===== config.mk =====
export PLATFORM = sky130hd
export DESIGN_NAME = mpu_strobe_host_port
export DESIGN_NICKNAME = d
export VERILOG_FILES = /design/src/hdl/host_port_pkg.sv /design/src/hdl/mpu_strobe_host_port.sv
export VERILOG_INCLUDE_DIRS = /design/src /design/src/hdl
export SDC_FILE = /design/constraint.sdc
export NUM_CORES = 1
export LEC_CHECK = 0
export BUFFER_PORTS_ARGS = -buffer_cell sky130_fd_sc_hd__buf_2
export CORE_UTILIZATION = 45
export DETAILED_ROUTE_END_ITERATION = 7
export MAX_ROUTING_LAYER = met4
export PLACE_DENSITY_LB_ADDON = 0.2
export REMOVE_ABC_BUFFERS = 1
export SYNTH_ARGS = -nofsm -noshare
export SYNTH_HDL_FRONTEND = slang
export SYNTH_SLANG_ARGS = --single-unit

===== constraint.sdc =====
create_clock -name clk_sys_in -period 6.1 [get_ports clk_sys_in]
set_input_delay 0.305 -clock clk_sys_in [delete_from_list [all_inputs] [get_ports clk_sys_in]]
set_output_delay 0.305 -clock clk_sys_in [all_outputs]
set_load 0.05 [all_outputs]

===== src/hdl/host_port_defines.svh =====
// Constants for the processor strobe and host FIFO port.
// Assumes inclusion by bare name from hdl/.
`ifndef HOST_PORT_DEFINES_SVH
`define HOST_PORT_DEFINES_SVH

`define HP_ADDR_W        8
`define HP_DATA_W        8
`define HP_REG_W         5
`define HP_FIFO_REG_IDX  5'h0c
`define HP_MODE_HAP_BIT  0
`define HP_MODE_FRQ_BIT  2
`define HP_ADDR_RST      8'h00
`define HP_DATA_RST      8'h00
`define HP_CHIP_SEL_VAL  3'h0
`define HP_CS_MSB        7
`define HP_CS_LSB        5

`endif


===== src/hdl/host_port_pkg.sv =====
// Types shared by the host port.
// Assumes host_port_defines.svh is compiled alongside.
package host_port_pkg;
	typedef enum logic [2:0] {
		ST_IDLE = 3'b001,
		ST_WAIT = 3'b010,
		ST_DONE = 3'b100
	} acc_state_e;
endpackage


===== src/hdl/mpu_strobe_host_port.sv =====
// Processor-side front end: strobe-mode multiplexed bus and host adapter FIFO access.
// Assumes all inputs synchronous to clk_sys_in; FIFO core sits outside this module.
`timescale 1ns/100ps
`include "host_port_defines.svh"

// Overview of operation
// Strobe mode only while bus style pin high
// Address strobe latches address for selection
// Data strobe honoured only while qualifier low
// Read when read/write high, else write
// Host qualifiers force FIFO data register access
// Wide indication asserted on FIFO wide access
// Wide indication enabled by mode bit 0
// FIFO request when FIFO needs or holds byte
// FIFO request cleared on FIFO register access
// FIFO request enabled by mode bit 2
// Host ready enabled by mode bit 0
// Ready dropped when FIFO cannot serve access
// Address enable overrides address, undriven reads asserted
// Acknowledge forces internal chip select
// Ready returns once FIFO can serve access
// Latched address held between address strobes
module mpu_strobe_host_port (
	// Clock and reset
	input  wire logic                     clk_sys_in,
	input  wire logic                     rstn_in,
	// Configuration
	input  wire logic                     bus_style_config_pin_in,
	input  wire logic [7:0]               mode_ctrl_in,
	input  wire logic                     wide_access_in,
	// Processor bus
	input  wire logic [`HP_ADDR_W-1:0]    ad_in,
	output logic      [`HP_DATA_W-1:0]    ad_out,
	output logic                          ad_oe_out,
	input  wire logic                     addr_latch_strobe_in,
	input  wire logic                     data_memory_qualifier_in,
	input  wire logic                     read_or_data_strobe_n_in,
	input  wire logic                     write_or_read_write_sel_in,
	input  wire logic                     write_strobe_n_in,
	// Host adapter qualifiers
	input  wire logic                     host_addr_enable_qual_in,
	input  wire logic                     host_ack_qual_n_in,
	// Host adapter outputs
	output logic                          wide_host_access_n_out,
	output logic                          wide_host_access_oe_out,
	output logic                          fifo_req_out,
	output logic                          fifo_req_oe_out,
	output logic                          host_ready_out,
	output logic                          host_ready_oe_out,
	// Register file side
	output logic [`HP_REG_W-1:0]          reg_sel_out,
	output logic                          reg_rd_out,
	output logic                          reg_wr_out,
	output logic [`HP_DATA_W-1:0]         reg_wdata_out,
	input  wire logic [`HP_DATA_W-1:0]    reg_rdata_in,
	// FIFO status
	input  wire logic                     fifo_has_byte_in,
	input  wire logic                     fifo_has_room_in
);

	// Access sequencer state
	host_port_pkg::acc_state_e state_r;
	host_port_pkg::acc_state_e state_nxt;
	logic [`HP_DATA_W-1:0]     rdata_r;
	logic [`HP_DATA_W-1:0]     rdata_nxt;
	logic                      frq_clr_r;
	logic                      frq_clr_nxt;

	// Address latch state
	logic [`HP_ADDR_W-1:0]     addr_r;
	logic [`HP_ADDR_W-1:0]     addr_nxt;
	logic                      as_d_r;
	logic                      as_d_nxt;

	// Registered pin flags
	logic                      oe_r;
	logic                      oe_nxt;
	logic                      wide_r;
	logic                      wide_nxt;

	// Access decode
	logic                      strobe_mode;
	logic                      host_force;
	logic                      chip_sel;
	logic                      rd_act;
	logic                      wr_act;
	logic                      fifo_acc;
	logic                      fifo_ok;
	logic [`HP_REG_W-1:0]      sel;

	// Decode of the current access
	always_comb begin
		strobe_mode = bus_style_config_pin_in;
		// Qualifiers override the address; open address enable reads high at the pad
		host_force  = host_addr_enable_qual_in && !host_ack_qual_n_in && !data_memory_qualifier_in
		              && (!read_or_data_strobe_n_in || !write_strobe_n_in);
		chip_sel    = (addr_r[`HP_CS_MSB:`HP_CS_LSB] == `HP_CHIP_SEL_VAL) || !host_ack_qual_n_in;
		if (strobe_mode) begin
			// Data strobe qualified low, direction from read/write select
			rd_act = !read_or_data_strobe_n_in && !data_memory_qualifier_in && write_or_read_write_sel_in;
			wr_act = !read_or_data_strobe_n_in && !data_memory_qualifier_in && !write_or_read_write_sel_in;
		end else begin
			// Host strobes count only under the forcing qualifiers
			rd_act = host_force && !read_or_data_strobe_n_in;
			wr_act = host_force && !write_strobe_n_in;
		end
		sel      = host_force ? `HP_FIFO_REG_IDX : addr_r[`HP_REG_W-1:0];
		fifo_acc = (rd_act || wr_act) && chip_sel && (sel == `HP_FIFO_REG_IDX);
		fifo_ok  = rd_act ? fifo_has_byte_in : fifo_has_room_in;
	end

	// Address latch: capture on the strobe's falling edge
	always_comb begin
		as_d_nxt = addr_latch_strobe_in;
		// Keep the last address until the next falling strobe
		addr_nxt = addr_r;
		if (strobe_mode && as_d_r && !addr_latch_strobe_in) begin
			addr_nxt = ad_in;
		end
	end

	// Address latch registers; strobe history resets to its idle level
	always_ff @(posedge clk_sys_in or negedge rstn_in) begin
		if (!rstn_in) begin
			addr_r <= `HP_ADDR_RST;
			as_d_r <= 1'b1;
		end else begin
			addr_r <= addr_nxt;
			as_d_r <= as_d_nxt;
		end
	end

	// Access sequencer: stall on the FIFO, one completion per strobe
	always_comb begin
		state_nxt   = state_r;
		rdata_nxt   = rdata_r;
		// Clear flag lapses once the FIFO neither holds nor wants data
		frq_clr_nxt = frq_clr_r && (fifo_has_byte_in || fifo_has_room_in);
		unique case (state_r)
			host_port_pkg::ST_IDLE: begin
				// New access: complete now or stall the host
				if ((rd_act || wr_act) && chip_sel) begin
					if (fifo_acc && !fifo_ok) begin
						state_nxt = host_port_pkg::ST_WAIT;
					end else begin
						state_nxt = host_port_pkg::ST_DONE;
						rdata_nxt = reg_rdata_in;
						if (fifo_acc) begin
							frq_clr_nxt = 1'b1;
						end
					end
				end
			end
			host_port_pkg::ST_WAIT: begin
				// Stalled: finish when the FIFO can serve, drop if the strobe goes
				if (!(rd_act || wr_act)) begin
					state_nxt = host_port_pkg::ST_IDLE;
				end else if (fifo_ok) begin
					state_nxt   = host_port_pkg::ST_DONE;
					rdata_nxt   = reg_rdata_in;
					frq_clr_nxt = 1'b1;
				end
			end
			host_port_pkg::ST_DONE: begin
				// Completed: hold until the strobe returns inactive
				if (!(rd_act || wr_act)) begin
					state_nxt = host_port_pkg::ST_IDLE;
				end
			end
		endcase
	end

	// Access sequencer registers
	always_ff @(posedge clk_sys_in or negedge rstn_in) begin
		if (!rstn_in) begin
			state_r   <= host_port_pkg::ST_IDLE;
			rdata_r   <= `HP_DATA_RST;
			frq_clr_r <= 1'b0;
		end else begin
			state_r   <= state_nxt;
			rdata_r   <= rdata_nxt;
			frq_clr_r <= frq_clr_nxt;
		end
	end

	// Pin flags: read drive enable and wide access marker
	always_comb begin
		oe_nxt   = rd_act && chip_sel;
		wide_nxt = fifo_acc && wide_access_in;
	end

	// Pin flag registers
	always_ff @(posedge clk_sys_in or negedge rstn_in) begin
		if (!rstn_in) begin
			oe_r   <= 1'b0;
			wide_r <= 1'b0;
		end else begin
			oe_r   <= oe_nxt;
			wide_r <= wide_nxt;
		end
	end

	// Register file strobes, one pulse per completed access
	assign reg_sel_out   = sel;
	assign reg_rd_out    = rd_act && (state_nxt == host_port_pkg::ST_DONE) && (state_r != host_port_pkg::ST_DONE);
	assign reg_wr_out    = wr_act && (state_nxt == host_port_pkg::ST_DONE) && (state_r != host_port_pkg::ST_DONE);
	assign reg_wdata_out = ad_in;

	// Read data back onto the multiplexed bus
	assign ad_out        = rdata_r;
	assign ad_oe_out     = oe_r;

	// Open-drain wide indication: pin sinks while its enable is high
	assign wide_host_access_n_out  = 1'b0;
	assign wide_host_access_oe_out = wide_r && mode_ctrl_in[`HP_MODE_HAP_BIT];

	// Tri-state FIFO request
	assign fifo_req_out            = (fifo_has_byte_in || fifo_has_room_in) && !frq_clr_r;
	assign fifo_req_oe_out         = mode_ctrl_in[`HP_MODE_FRQ_BIT];

	// Open-drain ready: sinking the pin stretches the host cycle
	assign host_ready_out          = 1'b0;
	assign host_ready_oe_out       = mode_ctrl_in[`HP_MODE_HAP_BIT] && (state_nxt == host_port_pkg::ST_WAIT);

endmodule


## Word-level counts from Yosys, hierarchy flattened

Index checks and enable logic that the tools add are counted.

- Register bits: 23
- Output and inout port bits: 30

- Equal/unequal tests: 11
- Muxes and demuxes: 21
- Reduce and logical (&&, ||, !) cells: 38

Operators by type and width:

| cell | number |
|---|---|
| $mux 8 | 4 |
| $logic_and 1x1->1 | 23 |
| $pmux 8 s2 | 1 |
| $mux 3 | 5 |
| $pmux 3 s3 | 1 |
| $logic_not 1->1 | 8 |
| $mux 1 | 8 |
| $ne 2x2->1 const B | 4 |
| $eq 3x2->1 const B | 2 |
| $eq 3x3->1 const B | 2 |
| $eq 5x4->1 const B | 1 |
| $mux 5 | 1 |
| $reduce_and 5->1 | 1 |
| $logic_or 1x1->1 | 4 |
| $eq 3x1->1 const B | 1 |
| $logic_not 3->1 | 1 |
| $ne 3x3->1 const B | 1 |
| $pmux 1 s2 | 1 |
| $reduce_bool 2->1 | 1 |

## Longest topological paths before layout

Gate-level depths: netlist (run 1).

- Depth after elaboration: 16
- Gate-level depth with buffers: 8
- Mapped depth without buffers: 7

## Worst setup path before layout (run 1)

No wires, ideal clock.

- Path type: in2out
- Start: input bus_style_config_pin_in
- End: output reg_rd_out
- Arrival time: 2.773 ns
- Required time: 5.795 ns
- Setup slack: 3.022 ns
- Cell stages on the path: 7
- Buffers on the path: 1
- Cell sequence: buf_6 -> or3b_4 -> a211oi_4 -> a21oi_4 -> a31o_2 -> and3_1 -> nor3_1

- Cells in the longest elaborated chain, start to end: 11
- Elaborated cells between the ends (all ways): 17
- Those cells by class: eq/ne: 1; mux: 9; reduce/logical: 7

Ends and longest elaborated chain:

| item | RTL line | source |
|---|---|---|
| from (decl) | mpu_strobe_host_port.sv:28 | `input wire logic bus_style_config_pin_in,` |
| $mux 1 | mpu_strobe_host_port.sv:98 | `if (strobe_mode) begin` |
| $logic_or 1x1->1 | n/a |  |
| $logic_and 1x1->1 | mpu_strobe_host_port.sv:108, mpu_strobe_host_port.sv:142 |  |
| $logic_and 1x1->1 | mpu_strobe_host_port.sv:108 | `` fifo_acc = (rd_act \|\| wr_act) && chip_sel && (sel == `HP_FIFO_REG_IDX); `` |
| $logic_and 1x1->1 | mpu_strobe_host_port.sv:143 | `if (fifo_acc && !fifo_ok) begin` |
| $mux 3 | mpu_strobe_host_port.sv:143 |  |
| $mux 3 | mpu_strobe_host_port.sv:142 | `if ((rd_act \|\| wr_act) && chip_sel) begin` |
| $pmux 3 s3 | mpu_strobe_host_port.sv:139 | `unique case (state_r)` |
| $eq 3x3->1 | mpu_strobe_host_port.sv:205 | `assign reg_rd_out = rd_act && (state_nxt == host_port_pkg::ST_DONE) && (state_r != host_port_pkg::ST_DONE);` |
| $logic_and 1x1->1 (*) (2 in series) | mpu_strobe_host_port.sv:205 |  |
| to (decl) | mpu_strobe_host_port.sv:52 | `output logic reg_rd_out,` |

Mark *: on every way between the ends. The rest lies on a longest branch, timed or not.

## Final worst setup path (run 1)

- Start: register addr_r[6]
- End: output reg_wr_out

- Elaborated cells between the ends (all ways): 11
- Those cells by class: eq/ne: 1; mux: 3; reduce/logical: 7

RTL lines:

| item | RTL line | source |
|---|---|---|
| from (decl) | mpu_strobe_host_port.sv:70 | `` logic [`HP_ADDR_W-1:0] addr_r; `` |
| from (signal assigned) | mpu_strobe_host_port.sv:125 | `` addr_r <= `HP_ADDR_RST; `` |
| from (signal assigned) | mpu_strobe_host_port.sv:128 | `addr_r <= addr_nxt;` |
| $logic_not 3->1 (no line) | n/a |  |
| $logic_or 1x1->1 | mpu_strobe_host_port.sv:97 | `` chip_sel = (addr_r[`HP_CS_MSB:`HP_CS_LSB] == `HP_CHIP_SEL_VAL) \|\| !host_ack_qual_n_in; `` |
| $logic_and 1x1->1 | mpu_strobe_host_port.sv:142 |  |
| $mux 3 | mpu_strobe_host_port.sv:142 |  |
| $pmux 3 s3 | mpu_strobe_host_port.sv:139 |  |
| named net state_nxt[0] | mpu_strobe_host_port.sv:63 | `host_port_pkg::acc_state_e state_nxt;` |
| $eq 3x3->1 | mpu_strobe_host_port.sv:206 | `assign reg_wr_out = wr_act && (state_nxt == host_port_pkg::ST_DONE) && (state_r != host_port_pkg::ST_DONE);` |
| $logic_and 1x1->1 (2 in series) | mpu_strobe_host_port.sv:206 |  |
| to (decl) | mpu_strobe_host_port.sv:53 | `output logic reg_wr_out,` |

The timed path passes the listed nets, and every way through them passes these cells.

==> results.toml, run 1 <==
[status]
status = "complete, but fails checks"
failing_checks = "design-rule violations"

[power_and_ir_drop]
finalPower_uw = 624.9
power_switching_share = 0.4643
cellInternalPower_uw = 334.8
pwr-share-clk = 0.113
pwr-share-seq = 0.373
combinationalPowerShare = 0.514
p_per_area_mw_per_mm2 = 387.8
p_leak_nw = 0.8053
p_sw_uw = 290.1
ir_drop_v = 0.0002241

[setup_path]
critical_path.endpoint_type = "output port"
critPathMaxFanout = 8
worstPathCellList = "o31a_1 -> a2111oi_4 -> o21bai_1 -> inv_1 -> or3_1 -> nor3_1 -> buf_2"
crit_path_start = "addr_r[6]"
worst_setup_path_start_kind = "flop"
critPathSlowestCell = "a2111oi_4"
worstPathRequired_ps = 5790
timing_worst_setup_path_type = "reg2out"
worstReg2RegStart = "addr_r[0]"
timing.critical_path.slowest_cell_delay_ps = 490
reg2regPathDepth = 4
cp_data_arrival_time_ps = 2600

[timing]
clock-skew-final_ps = 7.805
max_freq_ghz = 0.3441
final.period_utilization = 0.4764
max-slew-margin-rel = 0.4066
grt_setup_unrepaired = "no"
whs_ps = 92.71
finalCriticalPeriod_ps = 2906
finalSetupViolCount = 0
setup_tns_ps = 0
tightest_slew_ps = 878.6
hold_violations = 0
slew_violations = 0

[drt]
vias = 1042
detail_route.wl_per_cell_um = 13.16
drt_initial_violations = 29
ant_nets = 0
routed_vias_inst = 5.289
drt_pass1_iterations = 6
detail_route.wirelength_um = 2593
post-route-drc-count = 3

[placed_design]
dp_hpwl_um = 2002
buffer_ports.inserted = 56
place_congestion = 0.8273
numPlacedInstances = 192

[finish]
final_cells = 197
layout-drive-gt1-share = 0.5241
nFillCells = 273
regArea_um2 = 578.1
footprint_of_the_multi_input_gates_um2 = 665.6
layout.nets = 204
final_core_util = 0.5745
areaGrowthSynthToFinish_pct = 19.81
antenna_cells_inserted = 0

[logic_synthesis]
postSynthAreaPerCell_um2 = 11.60
synth.cell_area_mm2 = 0.001345
post_synth_and_or_nand_nor_area_fraction = 0.1777
synthMuxAreaShare = 0.1563
synth_cells = 116
edff_count_synth = 0
synth_top_family_by_area = "simple AND/OR/NAND/NOR gates"
number_of_flip_flops_and_latches_in_the_synthesized_netlist = 23
yosysWarnings = 0
postSynth.asyncResetShare = 1.000
synth_area_in_compound_gates = 0.1553
yosys.cell_types.count = 40
synth-adder-area-share = 0
post_synth_xor_area_fraction = 0
synth_sequential_area_ratio = 0.4298
synth_top_flop_cell = "dfrtp_1"

[clock_tree]
root_buffer = "clkbuf_4"
tritoncts.num_buffers = 3
clk-insertion-delay-late_ps = 310
cts.sink_count = 23
ctsLongestPathBuffers = 2
reg_clk_slew_reported_paths_ps = 120
tritoncts_clock_tree = "done"
htree_levels = 1

[floorplan]
boundaryPins = 67
die_height_um = 56.67
placementRows = 19
dieArea_mm2 = 0.003211
initial_utilization = 0.4795
design.core.area_mm2 = 0.002805
dieWidth_um = 56.67

[grt]
gr-usage-all-layers = 0.1754
grt_antenna_before_repair = 0
globalRouteOverflowTotal = 0
grt_pass1_wl_um = 4284
largest_net_degree_at_the_start_of_global_routing = 24
grt_pass1_vias = 984

[run]
drv_cap = 0

[worst_hold_path]
hold_start = "addr_latch_strobe_in"
worstHoldPathType = "in2reg"
worst_hold_path.num_cells = 1
## per-layer routing
metal  global-route usage  vias to the layer above  share of wire
li1                     -                      500              -
met1               0.2235                      499           0.45
met2               0.2891                       39           0.48
met3              0.03917                        4          0.056
met4              0.03214                        0         0.0069
met5                    -                        -              0
## power groups by stage
stage,Sequential [mW],Clock [mW],Combinational [mW]
finish,0.233,0.0703,0.321
global route,0.239,0.0801,0.341
CTS,0.233,0.0747,0.323
detailed placement,0.236,0,0.321
global placement,0.233,0,0.318
floorplan,0.322,0,0.149
## Yosys cell counts, types with 3 or more instances
| cell | count | area share |
|---|---|---|
| and2_1 | 4 | 0.019 |
| and3_1 | 3 | 0.014 |
| buf_4 | 11 | 0.061 |
| dfrtp_1 | 21 | 0.39 |
| inv_1 | 3 | 0.0084 |
| mux2_2 | 8 | 0.067 |
| mux2_4 | 8 | 0.089 |
| nand2_1 | 8 | 0.022 |
| nand2b_1 | 4 | 0.019 |
| nor2_1 | 6 | 0.017 |
| nor3_1 | 3 | 0.011 |
| nor3b_1 | 3 | 0.017 |
| o21ai_0 | 4 | 0.015 |
## metrics by stage
stage | instance area [um2] | setup WS, ps
2_1_floorplan | 1255 | 3042
3_3_place_gp | 1574 | 3533
3_5_place_dp | 1574 | 3492
4_1_cts | 1612 | 3187
5_1_grt | 1612 | 2991
6_report | 1612 | 3194
## cell families (layout without fill, tap and decap cells)
group / count (synthesis) / in the layout
other: 1 / 2
and+or+nand+nor: 41 / 41
DFF: 23 / 23
muxes: 16 / 16
AOI/OAI and AO/OA: 20 / 20
buffers and inverters: 15 / 64
## cells in the final DEF (no fill, tap or decap), drive strengths merged, types with 3 or more instances in the layout
cell type / instances
nor3b: 3
nor2: 6
and2: 4
inv: 3
buf: 56
nand2: 9
mux2: 16
nor3: 3
clkbuf: 3
nand2b: 4
dfrtp: 21
o21ai: 5
and3: 3
## worst paths after layout
kind | slack, ps | endpoint
worst max register to register | 3900 | ad_out[2]
worst min register to register | 520 | ad_out[2]
max in group asynchronous | 5240 | as_d_r
min in group asynchronous | 490 | state_r[1]
worst max-delay path | 3190 | reg_wr_out
worst min-delay path | 90 | as_d_r
## layout make-up
type / instances / area share
clock inverters: 1 / 0.003106
multi-input cells: 79 / 0.4130
repair buffers: 57 / 0.1801
flip-flops and latches: 23 / 0.3587
well taps: 31 / 0.02407
inverters: 3 / 0.006988
clock buffers: 3 / 0.01398
## state kept, by name, summed over array words and instances, names as in the netlist
register and cells:
as_d_r 1, ad_out 8, state_r 3, addr_r 8, frq_clr_r 1, ad_oe_out 1
wide_r 1
## what timing repair did
action | 4_1_cts | 5_1_grt
hold buffers | 1 | 0
setup endpoints to repair | 0 | 0
resized for setup | 0 | 0
endpoints found under the hold margin | 21 | 0
buffers inserted | 0 | 0
## critical path, delay by kind of cell (launching register included)
family,cells,cell delay [ps]
AO/OA/AOI/OAI,3,1050
AND/OR/NAND/NOR,2,480
flip-flops,1,400
buffers and inverters,2,360
Power figures use the tool's default switching activity.
==> run 2: changes to the inputs <==
- clock period: 6.1 -> 2.7 ns (I/O delays scaled with it)
==> results.toml, run 2 (same netlist as run 1, synthesis figures left out) <==
[grt]
gr-usage-all-layers = 0.1758
grt_antenna_before_repair = 0
met3_routing_resource_usage_after_global_routing = 0.03687
met1_track_utilization_from_global_routing = 0.2271
grt_most_used_layer = "met2"
largest_net_degree_at_the_start_of_global_routing = 24
globalRouteOverflowTotal = 0
grt_util_met2 = 0.2721
grt_pass1_vias = 972
grt_pass1_wl_um = 4236

[setup_path]
worstPathCellList = "o31a_1 -> a2111oi_4 -> o21bai_2 -> inv_1 -> or3_1 -> nor3_1 -> buf_4"
reg2regPathDepth = 4
critical_path.endpoint_type = "output port"
worstPathRequired_ps = 2570
critPathMaxFanout = 7
timing.critical_path.slowest_cell_delay_ps = 400
critical_path.reg2reg.endpoint = "ad_out[5]"
r2r_slack_ps = 770
worstReg2RegStart = "addr_r[0]"
cp_data_arrival_time_ps = 2400
worst_setup_path_start_kind = "flop"
critical_path_buf_inv_count = 2
worst_path_dominant_cell_family = "compound AO/OA/AOI/OAI gates"
critPathSlowestCell = "dfrtp_1"
timing_worst_setup_path_type = "reg2out"

[placed_design]
place_congestion = 0.8365
dp_slack_ps = 338.7
buffer_ports.inserted = 56
placedInstanceArea_mm2 = 0.001574
dp_hpwl_um = 1952

[drt]
ant_nets = 0
vias = 1026
detail_route.wl_per_cell_um = 13.16
routed_vias_inst = 5.156
detail_route.wirelength_um = 2618
post-route-drc-count = 3
drt_pass1_iterations = 6
drt_initial_violations = 11

[timing]
finalSetupViolCount = 0
final.period_utilization = 0.9388
max-slew-margin-rel = 0.6495
clock-skew-final_ps = 1.622
tightest_slew_ps = 520.1
whs_ps = 39.48
grt_setup_unrepaired = "yes"
timing.final.ws_setup_ps = 165.1
slew_violations = 0
finalCriticalPeriod_ps = 2535
hold_violations = 0
max_freq_ghz = 0.3945

[status]
status = "complete, but fails checks"
failing_checks = "design-rule violations"

[finish]
layout-drive-gt1-share = 0.5357
postLayoutCellArea_mm2 = 0.001645
layout.nets = 206
areaGrowthSynthToFinish_pct = 22.33
most_frequent_cells_in_the_layout = "buf_2, dfrtp_1, nand2_1, mux2_2, mux2_4"
antenna_cells_inserted = 0
most_common_cell_after_layout_fill_and_taps_aside = "buf_2"
nFillCells = 252

[clock_tree]
tritoncts_clock_tree = "done"
clk-insertion-delay-late_ps = 310
root_buffer = "clkbuf_4"
reg_clk_slew_reported_paths_ps = 140
htree_levels = 1
ctsLongestPathBuffers = 2
tritoncts.num_buffers = 3
cts.sink_count = 23

[floorplan]
placementRows = 19
dieWidth_um = 56.67
dieArea_mm2 = 0.003211
initial_utilization = 0.4795
die_height_um = 56.67
boundaryPins = 67
design.core.area_mm2 = 0.002805

[power_and_ir_drop]
p_sw_uw = 668.9
p_leak_nw = 0.8228
combinationalPowerShare = 0.516
finalPower_mw = 1.431
power_switching_share = 0.4673
ir_drop_v = 0.0005803
p_per_area_mw_per_mm2 = 870.0
cellInternalPower_uw = 762.5
pwr-share-clk = 0.117
pwr-share-seq = 0.368

[worst_hold_path]
worstHoldPathType = "in2reg"
worst_hold_path.num_cells = 2
min_to = "ad_out[3]"
hold_start = "reg_rdata_in[3]"

[run]
drv_cap = 0
-- run 2: final cells by class --
| class | count | area (um2) | area share |
|---|---|---|---|
| Timing Repair Buffer | 59 | 312.8 | 0.1901 |
| Clock buffer | 3 | 22.52 | 0.01369 |
| Tap cell | 31 | 38.79 | 0.02357 |
| Sequential cell | 23 | 578.1 | 0.3513 |
| Clock inverter | 1 | 5.005 | 0.003042 |
| Multi-Input combinational cell | 79 | 676.9 | 0.4114 |
| Inverter | 3 | 11.26 | 0.006844 |
-- run 2: how the worst max path moves through the flow --
stage | end | start | slack [ps] | cells past startpoint
final | reg_wr_out | addr_r[6] | 170 | 7
after global routing | host_ready_oe_out | addr_r[6] | -20 | 7
after CTS | host_ready_oe_out | addr_r[0] | 50 | 5
after detailed placement | reg_wr_out | addr_r[6] | 340 | 7
after global placement | reg_wr_out | addr_r[6] | 350 | 7
after floorplan | reg_wr_out | addr_r[6] | -190 | 6
-- run 2: routing by layer --
| layer | vias up | part of all wire |
|---|---|---|
| li1 | 500 | - |
| met1 | 492 | 0.48 |
| met2 | 32 | 0.47 |
| met3 | 2 | 0.042 |
| met4 | 0 | 0.0073 |
| met5 | - | 0 |
-- run 2: power by group through the flow --
stage | Clock (mW) | Combinational [mW] | Sequential, mW
6_report | 0.167 | 0.738 | 0.527
3_3_place_gp | 0 | 0.718 | 0.527
5_1_grt | 0.188 | 0.783 | 0.541
3_5_place_dp | 0 | 0.725 | 0.531
4_1_cts | 0.169 | 0.729 | 0.525
2_1_floorplan | 0 | 0.336 | 0.728
-- run 2: stage by stage --
step	std cells	TNS, ps	utilization
after floorplan	105	-324.0	-
after global placement	192	0	0.5611
after detailed placement	192	0	0.5611
after CTS	198	0	0.5781
after global routing	199	-23.12	0.5865
final	199	0	0.5865
-- run 2: repair_timing --
action	in CTS	in global routing
setup buffers	0	1
setup endpoints to repair	2	3
cloned	0	0
hold endpoints to repair	22	0
resized for setup	0	6
pin swaps	1	0
hold buffers	2	0
==> run 3: changes to the inputs <==
- ABC_AREA: not set -> 1
==> results.toml, run 3 <==
[finish]
areaGrowthSynthToFinish_pct = 20.96
layout-drive-gt1-share = 0.4099
final_cells = 253
postLayoutCellArea_mm2 = 0.001639
layout.nets = 260
final_core_util = 0.5843
nFillCells = 276
antenna_cells_inserted = 0
most_frequent_cells_in_the_layout = "buf_2, nand2_1, inv_1"
most_common_cell_after_layout_fill_and_taps_aside = "buf_2"

[logic_synthesis]
yosys.cell_types.count = 30
postSynth.asyncResetShare = 1.000
synth_sequential_area_ratio = 0.4266
post-synth-top-area-cell = "dfrtp_1"
post_synth_xor_area_fraction = 0
yosysWarnings = 0
synth-adder-area-share = 0
postSynthAreaPerCell_um2 = 7.924
synth.most_common_cell = "nand2_1"
synth_top_flop_cell = "dfrtp_1"
synth_common_cells = "nand2_1, inv_1, dfrtp_1"
number_of_flip_flops_and_latches_in_the_synthesized_netlist = 23
synth_cells = 171
synth.cell_area_mm2 = 0.001355
edff_count_synth = 0
synth_area_in_compound_gates = 0.07664
post_synth_and_or_nand_nor_area_fraction = 0.3269
synth.top_cells.by_area = "dfrtp_1, nand2_1, buf_4"
netlist.area_leader.share = 0.3878
synth_top_family_by_area = "simple AND/OR/NAND/NOR gates"
synthMuxAreaShare = 0.02493

[placed_design]
dp_hpwl_um = 2201
buffer_ports.inserted = 56
numPlacedInstances = 247
place_congestion = 0.9026
placedInstanceArea_mm2 = 0.001592

[floorplan]
dieArea_mm2 = 0.003235
boundaryPins = 67
dieWidth_um = 56.88
placementRows = 19
design.core.area_mm2 = 0.002805
die_height_um = 56.88
initial_utilization = 0.4831

[setup_path]
crit_path_start = "addr_r[6]"
cp_num_cells = 9
reg2regPathDepth = 9
worstReg2RegStart = "state_r[0]"
critPathSlowestCell = "dfrtp_1"
critical_path.endpoint_type = "output port"
timing_worst_setup_path_type = "reg2out"
critPathMaxFanout = 3
critPathCapture = "reg_wr_out"
worst_setup_path_start_kind = "flop"
critical_path_buf_inv_count = 1
critical_path.reg2reg.endpoint = "ad_out[2]"
worst_path_dominant_cell_family = "simple AND/OR/NAND/NOR gates"
timing.critical_path.slowest_cell_delay_ps = 400
r2r_slack_ps = 1150
timing.critical_path.mode_cell = "nand2_1"
worstPathCellList = "nor3_1 -> nor2_1 -> o21bai_1 -> a21oi_1 -> nand2_1 -> nand2_1 -> nand2_1 -> nor3_1 -> buf_2"
worstPathRequired_ps = 2570
cp_data_arrival_time_ps = 2020

[timing]
tightest_slew_ps = 502.9
max_freq_ghz = 0.4643
final.period_utilization = 0.7977
hold_violations = 0
slew_violations = 0
setup_tns_ps = 0
finalSetupViolCount = 0
grt_setup_unrepaired = "no"
clock-skew-final_ps = 1.793
max-slew-margin-rel = 0.6648
finalCriticalPeriod_ps = 2154

[grt]
gr-usage-all-layers = 0.1788
grt_pass1_wl_um = 4464
globalRouteOverflowTotal = 0
grt_pass1_vias = 1102
grt_antenna_before_repair = 0
largest_net_degree_at_the_start_of_global_routing = 24

[clock_tree]
htree_levels = 1
clk-insertion-delay-late_ps = 300
ctsLongestPathBuffers = 2
cts_resized = 0
cts.sink_count = 23
root_buffer = "clkbuf_4"
tritoncts.num_buffers = 3
reg_clk_slew_reported_paths_ps = 120
tritoncts_clock_tree = "done"

[power_and_ir_drop]
p_leak_nw = 0.9342
ir_drop_v = 0.0007043
p_per_area_mw_per_mm2 = 880.5
finalPower_mw = 1.443

[drt]
vias = 1203
drt_pass1_iterations = 6
drt_initial_violations = 31
post-route-drc-count = 8
routed_vias_inst = 4.755
ant_nets = 0
detail_route.wirelength_um = 2652
detail_route.wl_per_cell_um = 10.48

[status]
status = "complete, but fails checks"
failing_checks = "design-rule violations"

[run]
drv_cap = 0

[worst_hold_path]
worstHoldPathType = "in2reg"
run 3: cell types whose count changed in the layout (fill, tap and decap cells not counted), sizes merged, moves of 6 or more:
cell   change
nand3      +6
a21oi      +6
nand2     +45
mux2      -13
nor2      +16
inv       +23
run 3: per-stage QoR:
stage / hold WS, ps / setup WS (ps)
6_report: 18.36 / 546.2
5_1_grt: 7.821 / 340.5
4_1_cts: 9.042 / 550.8
3_5_place_dp: 131.0 / 916.2
3_3_place_gp: 133.1 / 919.6
2_1_floorplan: -160.6 / 390.4
run 3: power by group:
part / switching, mW / leakage [nW] / internal [mW]
logic: 0.580 / 0.639 / 0.206
registers: 0.0544 / 0.277 / 0.447
clock network: 0.100 / 0.0177 / 0.0552
total: 0.735 / 0.934 / 0.709
run 3: layout make-up:
type	count	area, um2	share of cell area
sequential	23	578.1	0.3527
clock inverter	1	5.005	0.003053
clock buffer	3	22.52	0.01374
inverter	27	106.4	0.06489
tap	31	38.79	0.02366
multi-input combinational	110	588.1	0.3588
timing repair buffer	58	300.3	0.1832
run 3: how the worst min path moves through the flow:
stage / endpoint / cells past startpoint / startpoint
floorplan: ad_oe_out / 0 / rstn_in
global placement: state_r[2] / 1 / rstn_in
detailed placement: wide_r / 1 / rstn_in
CTS: ad_out[4] / 3 / reg_rdata_in[4]
global route: ad_out[4] / 3 / reg_rdata_in[4]
finish: ad_out[4] / 3 / reg_rdata_in[4]
run 3: worst reg2reg max path: stages (launching register included):
cell and delay, ps:
dfstp_2 570, inv_1 60, nor3_1 300, nand2_1 90, o21ai_1 100, inv_2 80, nand2_8 100, inv_6 60
nand2_2 50, nand2_1 50
run 3: logic make-up after synthesis:
kind of cell	after synthesis
other	1
multiplexers	3
buffers and inverters	39
AND/OR/NAND/NOR	89
AO/OA/AOI/OAI	16
flip-flops	23
run 3: timing repair:
item | 4_1_cts | 5_1_grt
buffers inserted | 0 | 0
hold buffers | 2 | 0
hold endpoints to repair | 22 | 0
run 3: routing by layer:
metal / track usage / vias up / share of wire
met1: 0.2216 / 550 / 0.44
met4: 0.05226 / 0 / 0.0094
met5: - / - / 0
li1: - / 611 / -
met3: 0.02304 / 4 / 0.058
met2: 0.3061 / 38 / 0.50
